`src/logic/pending_clear_bits_pkg.sv`:
```
/*
 * package for the clear-pending word covering interrupts 32 to 63:
 * register offsets, implemented-bit mask, bus carrier types.
 * assumes a 32-bit apb slave port and one system clock.
 */
`default_nettype none
package pend_clear_pkg;
	// ----------------------------------------------------------------
	// register map
	// ----------------------------------------------------------------
	localparam logic [11:0] CLEAR_WORD_OFFSET  = 12'h000;
	localparam logic [11:0] IRQ_STATUS_OFFSET  = 12'h004;
	localparam logic [11:0] IRQ_MASK_OFFSET    = 12'h008;
	// bits 27:26, 23:5 and 3:0 map to interrupts 59:58, 55:37, 35:32
	localparam logic [31:0] IMPL_MASK          = 32'h0CFF_FFEF;
	localparam logic [31:0] CLEAR_WORD_RESET   = 32'h0000_0000;
	localparam logic [1:0]  IRQ_STATUS_RESET   = 2'h0;
	localparam logic [1:0]  IRQ_MASK_RESET     = 2'h0;
	// status bit positions
	localparam int          EV_CLEAR_DONE      = 0;
	localparam int          EV_CLEAR_BLOCKED   = 1;

	// ----------------------------------------------------------------
	// bus carrier
	// ----------------------------------------------------------------
	typedef struct packed {
		logic        psel;
		logic        penable;
		logic        pwrite;
		logic [11:0] paddr;
		logic [31:0] pwdata;
	} apb_req_t;

	typedef struct packed {
		logic        pready;
		logic        pslverr;
		logic [31:0] prdata;
	} apb_rsp_t;
endpackage
`default_nettype wire

```
`src/logic/irq_clear_pending_bank2.sv`:
```
/*
 * clear-pending word for interrupts 32 to 63, with an apb slave port,
 * a small sticky event status, a mask and one interrupt level.
 * the word itself holds no state: a read shows the pending levels as
 * they stand, and a write sends a one-cycle clear pulse outward.
 * assumes pending and active levels come from logic on the same clock,
 * so neither passes a synchroniser; an apb master that holds its
 * request until pready; pending logic that acts on a one-cycle pulse.
 */
// The register offsets and the APB slave port were chosen for this implementation.
// What this block does
// - writing one clears that interrupt's pending
// - interrupts in service ignore the clear
// - writing zero changes nothing
// - read returns current pending status
// - bit positions map to interrupts 59..32
`timescale 1ns/1ps
`default_nettype none
module irq_clear_pending_bank2
	import pend_clear_pkg::*;
(
	input  wire logic                clk,
	input  wire logic                rst_n,
	input  wire pend_clear_pkg::apb_req_t apb_req,
	output var  pend_clear_pkg::apb_rsp_t apb_rsp,
	input  wire logic [31:0]         pending_in,
	input  wire logic [31:0]         active_in,
	output logic [31:0]              pending_clear_bits,
	output logic                     irq
);
	import pend_clear_pkg::*;

	// ----------------------------------------------------------------
	// decode
	// ----------------------------------------------------------------
	function automatic logic [31:0] word_of(input logic [31:0] v);
		word_of = v & IMPL_MASK;
	endfunction

	wire logic        setup_ph   = apb_req.psel && !apb_req.penable;
	wire logic        wr_take    = apb_req.psel && apb_req.penable && apb_req.pwrite
	                               && apb_rsp.pready;
	wire logic        rd_setup   = setup_ph && !apb_req.pwrite;
	wire logic        hit_clear  = apb_req.paddr == CLEAR_WORD_OFFSET;
	wire logic        hit_status = apb_req.paddr == IRQ_STATUS_OFFSET;
	wire logic        hit_mask   = apb_req.paddr == IRQ_MASK_OFFSET;
	wire logic        hit_any    = hit_clear || hit_status || hit_mask;
	// only ones on implemented bits clear; zeros and reserved bits do nothing
	wire logic [31:0] want_clr   = (wr_take && hit_clear) ? word_of(apb_req.pwdata)
	                               : 32'h0000_0000;
	wire logic [31:0] do_clr     = want_clr & ~active_in;
	wire logic [31:0] blk_clr    = want_clr & active_in;

	// ----------------------------------------------------------------
	// registers
	// ----------------------------------------------------------------
	logic [1:0]  status_r;
	logic [1:0]  status_nxt;
	logic [1:0]  mask_r;
	logic [31:0] rdata_nxt;
	logic        slverr_nxt;
	wire logic [1:0] ev;
	// event bits by position, so the status layout lives in the package
	assign ev[EV_CLEAR_DONE]    = |do_clr;
	assign ev[EV_CLEAR_BLOCKED] = |blk_clr;
	// write-one-to-clear strobe and next mask, shared by register and irq
	wire logic [1:0] w1c      = (wr_take && hit_status) ? apb_req.pwdata[1:0] : 2'h0;
	wire logic [1:0] mask_nxt = (wr_take && hit_mask) ? apb_req.pwdata[1:0] : mask_r;

	// set wins over a simultaneous write-one-to-clear
	assign status_nxt = (status_r & ~w1c) | ev;

	// read data captured in the setup cycle, shown in the access cycle
	always_comb
	begin
		rdata_nxt = 32'h0000_0000;
		if (hit_clear)
			rdata_nxt = word_of(pending_in);
		else if (hit_status)
			rdata_nxt = {30'h0, status_r};
		else if (hit_mask)
			rdata_nxt = {30'h0, mask_r};
		slverr_nxt = !hit_any;
	end

	// bus answer: one wait-free access phase
	always_ff @(posedge clk or negedge rst_n)
	begin
		if (!rst_n)
			apb_rsp <= '0;
		else
		begin
			apb_rsp.pready  <= setup_ph;
			apb_rsp.pslverr <= setup_ph && slverr_nxt;
			apb_rsp.prdata  <= rd_setup ? rdata_nxt : 32'h0000_0000;
		end
	end

	// clear pulse toward the pending logic, one cycle
	always_ff @(posedge clk or negedge rst_n)
	begin
		if (!rst_n)
			pending_clear_bits <= CLEAR_WORD_RESET;
		else
			pending_clear_bits <= do_clr;
	end

	// event status, mask and interrupt level
	always_ff @(posedge clk or negedge rst_n)
	begin
		if (!rst_n)
		begin
			status_r <= IRQ_STATUS_RESET;
			mask_r   <= IRQ_MASK_RESET;
			irq      <= 1'b0;
		end
		else
		begin
			status_r <= status_nxt;
			mask_r   <= mask_nxt;
			irq      <= |(status_nxt & mask_nxt);
		end
	end
endmodule // irq_clear_pending_bank2
`default_nettype wire

```
`config.mk`:
```
export PLATFORM = sky130hd
export DESIGN_NAME = irq_clear_pending_bank2
export DESIGN_NICKNAME = d
export VERILOG_FILES = /design/src/logic/pending_clear_bits_pkg.sv /design/src/logic/irq_clear_pending_bank2.sv
export SDC_FILE = /design/constraint.sdc
export NUM_CORES = 1
export LEC_CHECK = 0
export ABC_AREA = 1
export ABC_CLOCK_PERIOD_IN_PS = 1800
export BUFFER_PORTS_ARGS = -buffer_cell sky130_fd_sc_hd__buf_4
export CORE_MARGIN = 4
export CORE_UTILIZATION = 41
export DETAILED_ROUTE_END_ITERATION = 7
export PLACE_DENSITY = 0.79
export SLEW_MARGIN = 20
export SYNTH_ARGS = -nofsm -noshare
export SYNTH_HDL_FRONTEND = slang
export SYNTH_SLANG_ARGS = --single-unit
```
`constraint.sdc`:
```
create_clock -name clk -period 1.8 [get_ports clk]
set_input_delay 0.36 -clock clk [delete_from_list [all_inputs] [get_ports clk]]
set_output_delay 0.36 -clock clk [all_outputs]
set_load 0.01 [all_outputs]
```
Word level (Yosys, flattened, before mapping)
Cells that the tools add are included.
{"block": "word_totals", "reg_bits": 71, "inputBits": 113}
{"block": "classes", "muxes": 7, "reduce_logical": 18, "bitwise_logic": 7, "n_eq_ne": 2}
{"op": "32-bit 2-to-1 mux", "n": 3}
{"op": "28-bit by 32-bit AND with 32-bit output", "n": 2}
{"op": "32-bit OR reduction", "n": 2}
{"op": "32-bit inverter", "n": 1}
{"op": "28-bit 2-to-1 mux", "n": 1}
{"op": "12-bit by 3-bit equality test with 1-bit output (second input constant)", "n": 1}
{"op": "12-bit by 4-bit equality test with 1-bit output (second input constant)", "n": 1}
{"op": "12-bit zero test", "n": 1}
{"op": "1-bit logical AND", "n": 9}
{"op": "2-bit 2-to-1 mux", "n": 3}
{"op": "2-bit AND", "n": 2}
{"op": "1-bit zero test", "n": 3}
{"op": "1-bit logical OR", "n": 2}
{"op": "2-bit inverter", "n": 1}
{"op": "2-bit bitwise OR", "n": 1}
{"op": "2-bit OR reduction", "n": 1}

Logic depth before layout (Yosys ltp)
{"block": "logic_depth", "depth_word": 10, "depth_mapped": 15}

Least setup slack after synthesis
OpenSTA, ideal clock, no wires.
{"block": "synth_path", "path_type": "in2reg", "from": "input port apb_req[35] in the netlist's numbering", "to": "register irq", "setup_time_ns": 0.065, "t_arrival_ns": 1.560, "path_stages": 14, "slack_ns": 0.176, "path_buffers": 2, "required_time_ns": 1.735, "cell_sequence": "or2_1 -> nor2_2 -> nand2_2 -> nor2_4 -> buf_6 -> buf_4 -> nand3_1 -> nand2_1 -> nor2_1 -> nand2_1 -> nor2_1 -> nand2_1 -> nand2_1 -> nand2_1"}
{"block": "synth_between", "elab_chain_cells": 8}
{"element": "from (decl)", "line": "irq_clear_pending_bank2.sv:24", "source": "input wire pend_clear_pkg::apb_req_t apb_req,"}
{"element": "12-bit zero test or 12-bit by 3-bit equality test with 1-bit output (tied branches)", "line": "irq_clear_pending_bank2.sv:44, irq_clear_pending_bank2.sv:45"}
{"element": "1-bit logical AND, on equally long branches", "line": "irq_clear_pending_bank2.sv:49, irq_clear_pending_bank2.sv:67"}
{"element": "28-bit 2-to-1 mux or 2-bit 2-to-1 mux (tied branches)", "line": "irq_clear_pending_bank2.sv:49, irq_clear_pending_bank2.sv:67"}
{"element": "28-bit by 32-bit AND with 32-bit output or 2-bit inverter (tied branches)", "line": "irq_clear_pending_bank2.sv:52, irq_clear_pending_bank2.sv:71"}
{"element": "32-bit OR reduction or 2-bit AND (tied branches)", "line": "irq_clear_pending_bank2.sv:65, irq_clear_pending_bank2.sv:71"}
{"element": "2-bit bitwise OR (*)", "line": "irq_clear_pending_bank2.sv:71", "source": "assign status_nxt = (status_r & ~w1c) | ev;"}
{"element": "named net status_nxt[1]", "line": "irq_clear_pending_bank2.sv:58", "source": "logic [1:0] status_nxt;"}
{"element": "2-bit AND (*)", "line": "irq_clear_pending_bank2.sv:121", "source": "irq <= |(status_nxt & mask_nxt);"}
{"element": "2-bit OR reduction (*)", "line": "irq_clear_pending_bank2.sv:121"}
{"element": "to (signal assigned)", "line": "irq_clear_pending_bank2.sv:121"}
{"element": "to (decl)", "line": "irq_clear_pending_bank2.sv:29", "source": "output logic irq"}
The timed path passes the listed nets; every way through them passes the cells marked *.

Worst setup path after layout
{"block": "layout_path", "from": "register apb_rsp[33] in the netlist's numbering", "to": "register irq"}
{"block": "layout_between", "elab_chain_cells": 8}
{"element": "from (decl)", "line": "irq_clear_pending_bank2.sv:25", "source": "output var pend_clear_pkg::apb_rsp_t apb_rsp,"}
{"element": "1-bit logical AND (*)", "line": "irq_clear_pending_bank2.sv:42", "source": "&& apb_rsp.pready;"}
{"element": "1-bit logical AND, on equally long branches", "line": "irq_clear_pending_bank2.sv:49, irq_clear_pending_bank2.sv:67"}
{"element": "28-bit 2-to-1 mux or 2-bit 2-to-1 mux (tied branches)", "line": "irq_clear_pending_bank2.sv:49, irq_clear_pending_bank2.sv:67"}
{"element": "28-bit by 32-bit AND with 32-bit output or 2-bit inverter (tied branches)", "line": "irq_clear_pending_bank2.sv:51, irq_clear_pending_bank2.sv:71"}
{"element": "32-bit OR reduction or 2-bit AND (tied branches)", "line": "irq_clear_pending_bank2.sv:64, irq_clear_pending_bank2.sv:71"}
{"element": "2-bit bitwise OR (*)", "line": "irq_clear_pending_bank2.sv:71"}
{"element": "named net status_nxt[0]", "line": "irq_clear_pending_bank2.sv:58"}
{"element": "2-bit AND (*)", "line": "irq_clear_pending_bank2.sv:121"}
{"element": "2-bit OR reduction (*)", "line": "irq_clear_pending_bank2.sv:121"}
Marks and branches as above.

==> flow_summary.ini <==
[clock_network]
cts_max_level = 3
cts_hold_buf = 0
cts_sinks = 57
postCtsSetupRepairBufs = 0
insertion_delay_ns = 0.32
cts_tree = done
cts_buffer_depth = 2
clkTransAtPathRegs_ns = 0.06
cts-root-buf = clkbuf_8
cts_buffers = 9
ctsResizeCount = 0

[sta]
finalCriticalPeriod_ns = 1.56
whs_ns = 0.0852
max_freq_mhz = 641
grt_setup_unrepaired = false
skew_ns = 0.00698
finalHoldViolations = 0
worstMarginPinSlew_ns = 0.699
finalSetupViolCount = 0
final-max-slew-violation-count = 0
slew_headroom_pct = 53.4
min_period_over_period_pct = 86.7

[critical_path]
startpoint_type = flop
crit_required_ns = 2.01
cp.arrival_ns = 1.77
path_max_fanout = 17
r2r_start = apb_rsp[33]$_DFF_PN0_
endpoint_kind = flop
worstSetupPathType = reg2reg
startpoint = apb_rsp[33]$_DFF_PN0_

[global_routing]
antenna_found_initial = 0
grt_pass1_vias = 2569
grt_pass1_wl_um = 11500
track_usage_pct = 19.4
grt_overflow = 0
grt_max_degree = 58

[power_and_ir_drop]
share_seq_of_total_power_pct = 47.4
power_switching_share_pct = 21.5
internal_power_mw = 2.13
p_comb_share_pct = 9.5
switching_power_uw = 583
p_clk_share_pct = 43.1
fin_total_pwr_mw = 2.71
powerDensity_nw_per_um2 = 668
p_leak_nw = 2.40
ir_drop_uv = 465

[drt]
vias = 2610
viasPerCell = 4.61
wirelength_um = 7490
drt_first_pass_iters = 4
ant_nets = 0
drc = 0
drt-initial-drc-count = 64
wl_per_cell_um = 13.2

[yosys]
synth_top_area_share_pct = 54.4
postSynthCellCount = 320
synth_ff_type = dfrtp_1
yosys_warnings = 0
ys_types = 22
synth_edf_count = 0
ys_async_sr_fraction_pct = 100
postSynthAreaPerCell_um2 = 8.20
synth_area_leader_cell = dfrtp_1
seq_area_frac_synth_pct = 54.4
syn-cell-area_um2 = 2620
synth_area_leaders = dfrtp_1 (54%), nand2_1 (9.7%), nor2_1 (9.4%), nand3_1 (6.7%), inv_1 (5.3%)
ys_ff_latch = 57

[cells_and_area]
drive_gt1_share_pct = 38.3
fin_util_pct = 67.1
multi_input_area_um2 = 936
fin_area_um2 = 4060
layout_common_cells = buf_4 (167), nand2_1 (68), nor2_1 (66)
final_nets = 600
area_growth_pct = 55.0
antenna_cells = 0
register_area_um2 = 1430
stdcell_count = 566
mostFrequentLayoutCell = buf_4
fill_cells = 536

[floorplanning]
core-area_um2 = 6060
pin_count = 180
die_h_um = 88.0
dieArea_um2 = 7740
start_util_pct = 43.3
fp.dieW_um = 88.0
rows = 28

[run]
max-cap-violations = 0

[placement]
dp_hpwl_um = 6050
dp.cells = 551
gp_routability_congestion = 0.807
placed_cell_area_um2 = 3870
portBuffers = 144

[run_status]
status = completed

[worst_hold_path]
hp-class = in2async
logic make-up after synthesis:
| kind of cell | Yosys count | share of synthesized area [%] |
|---|---|---|
| other | 1 | 0.143 |
| buffers and inverters | 62 | 11.8 |
| DFF | 57 | 54.4 |
| and+or+nand+nor | 194 | 32.5 |
| AOI/OAI and AO/OA | 6 | 1.15 |
power groups by stage:
stage               clock network (mW)  logic, mW  registers, mW
floorplan                            0     0.0710           1.31
global placement                     0      0.252           1.31
detailed placement                   0      0.259           1.31
CTS                               1.20      0.260           1.28
global route                      1.26      0.283           1.28
finish                            1.17      0.258           1.29
critical path: stages (launching register included):
cell,delay [ns]
dfrtp_1,0.37
nand2_1,0.07
nor2_2,0.04
inv_1,0.08
nor2_4,0.05
buf_4,0.19
nand3_1,0.10
nand2_1,0.06
nor2_1,0.13
nand2_1,0.06
nor2_1,0.10
nand2_1,0.08
nand2_1,0.06
nand2_1,0.04
cells in the mapped netlist (3+ instances only):
cell type and instances:
a21oi_1 4, buf_2 4, buf_4 15, dfrtp_1 57, inv_1 37, nand2_1 68
nand3_1 35, nand3b_1 3, nand4_1 13, nor2_1 66
cell type report:
cell class | count | share of cell area [%]
sequential | 57 | 35.1
multi-input combinational | 214 | 23.0
inverter | 37 | 3.42
clock inverter | 3 | 0.985
clock buffer | 12 | 3.82
timing repair buffer | 168 | 31.3
tap | 75 | 2.31
worst paths after layout:
kind | endpoint | slack (ns) | depth (start not counted)
min in group clk | pending_clear_bits[10]$_DFF_PN0_ | 0.21 | 2
min reg2reg | mask_r[1]$_DFF_PN0_ | 0.51 | 2
max in group asynchronous | pending_clear_bits[14]$_DFF_PN0_ | 1.25 | 1
min | apb_rsp[22]$_DFF_PN0_ | 0.09 | 1
max | irq$_DFF_PN0_ | 0.24 | 13
max reg2reg | irq$_DFF_PN0_ | 0.24 | 13
per-stage QoR:
step	setup TNS [ns]	setup slack, ns
2_1_floorplan	0	0.176
3_3_place_gp	-0.0359	-0.0359
3_5_place_dp	-0.0706	-0.0706
4_1_cts	0	0.197
5_1_grt	0	0.0272
6_report	0	0.239
sequential cells by signal, summed over array words and instances (netlist names):
| name | count |
|---|---|
| apb_rsp | 27 |
| irq | 1 |
| mask_r | 2 |
| pending_clear_bits | 25 |
| status_r | 2 |
routing by layer:
metal | GRT usage, % | wire (um) | vias to the layer above
met5 | 0 | 0 | -
met4 | 7.53 | 125 | 0
met3 | 5.36 | 875 | 14
met2 | 34.3 | 3760 | 128
met1 | 22.2 | 2730 | 1169
li1 | - | - | 1299
No activity file was read; power rests on OpenSTA's default activity.
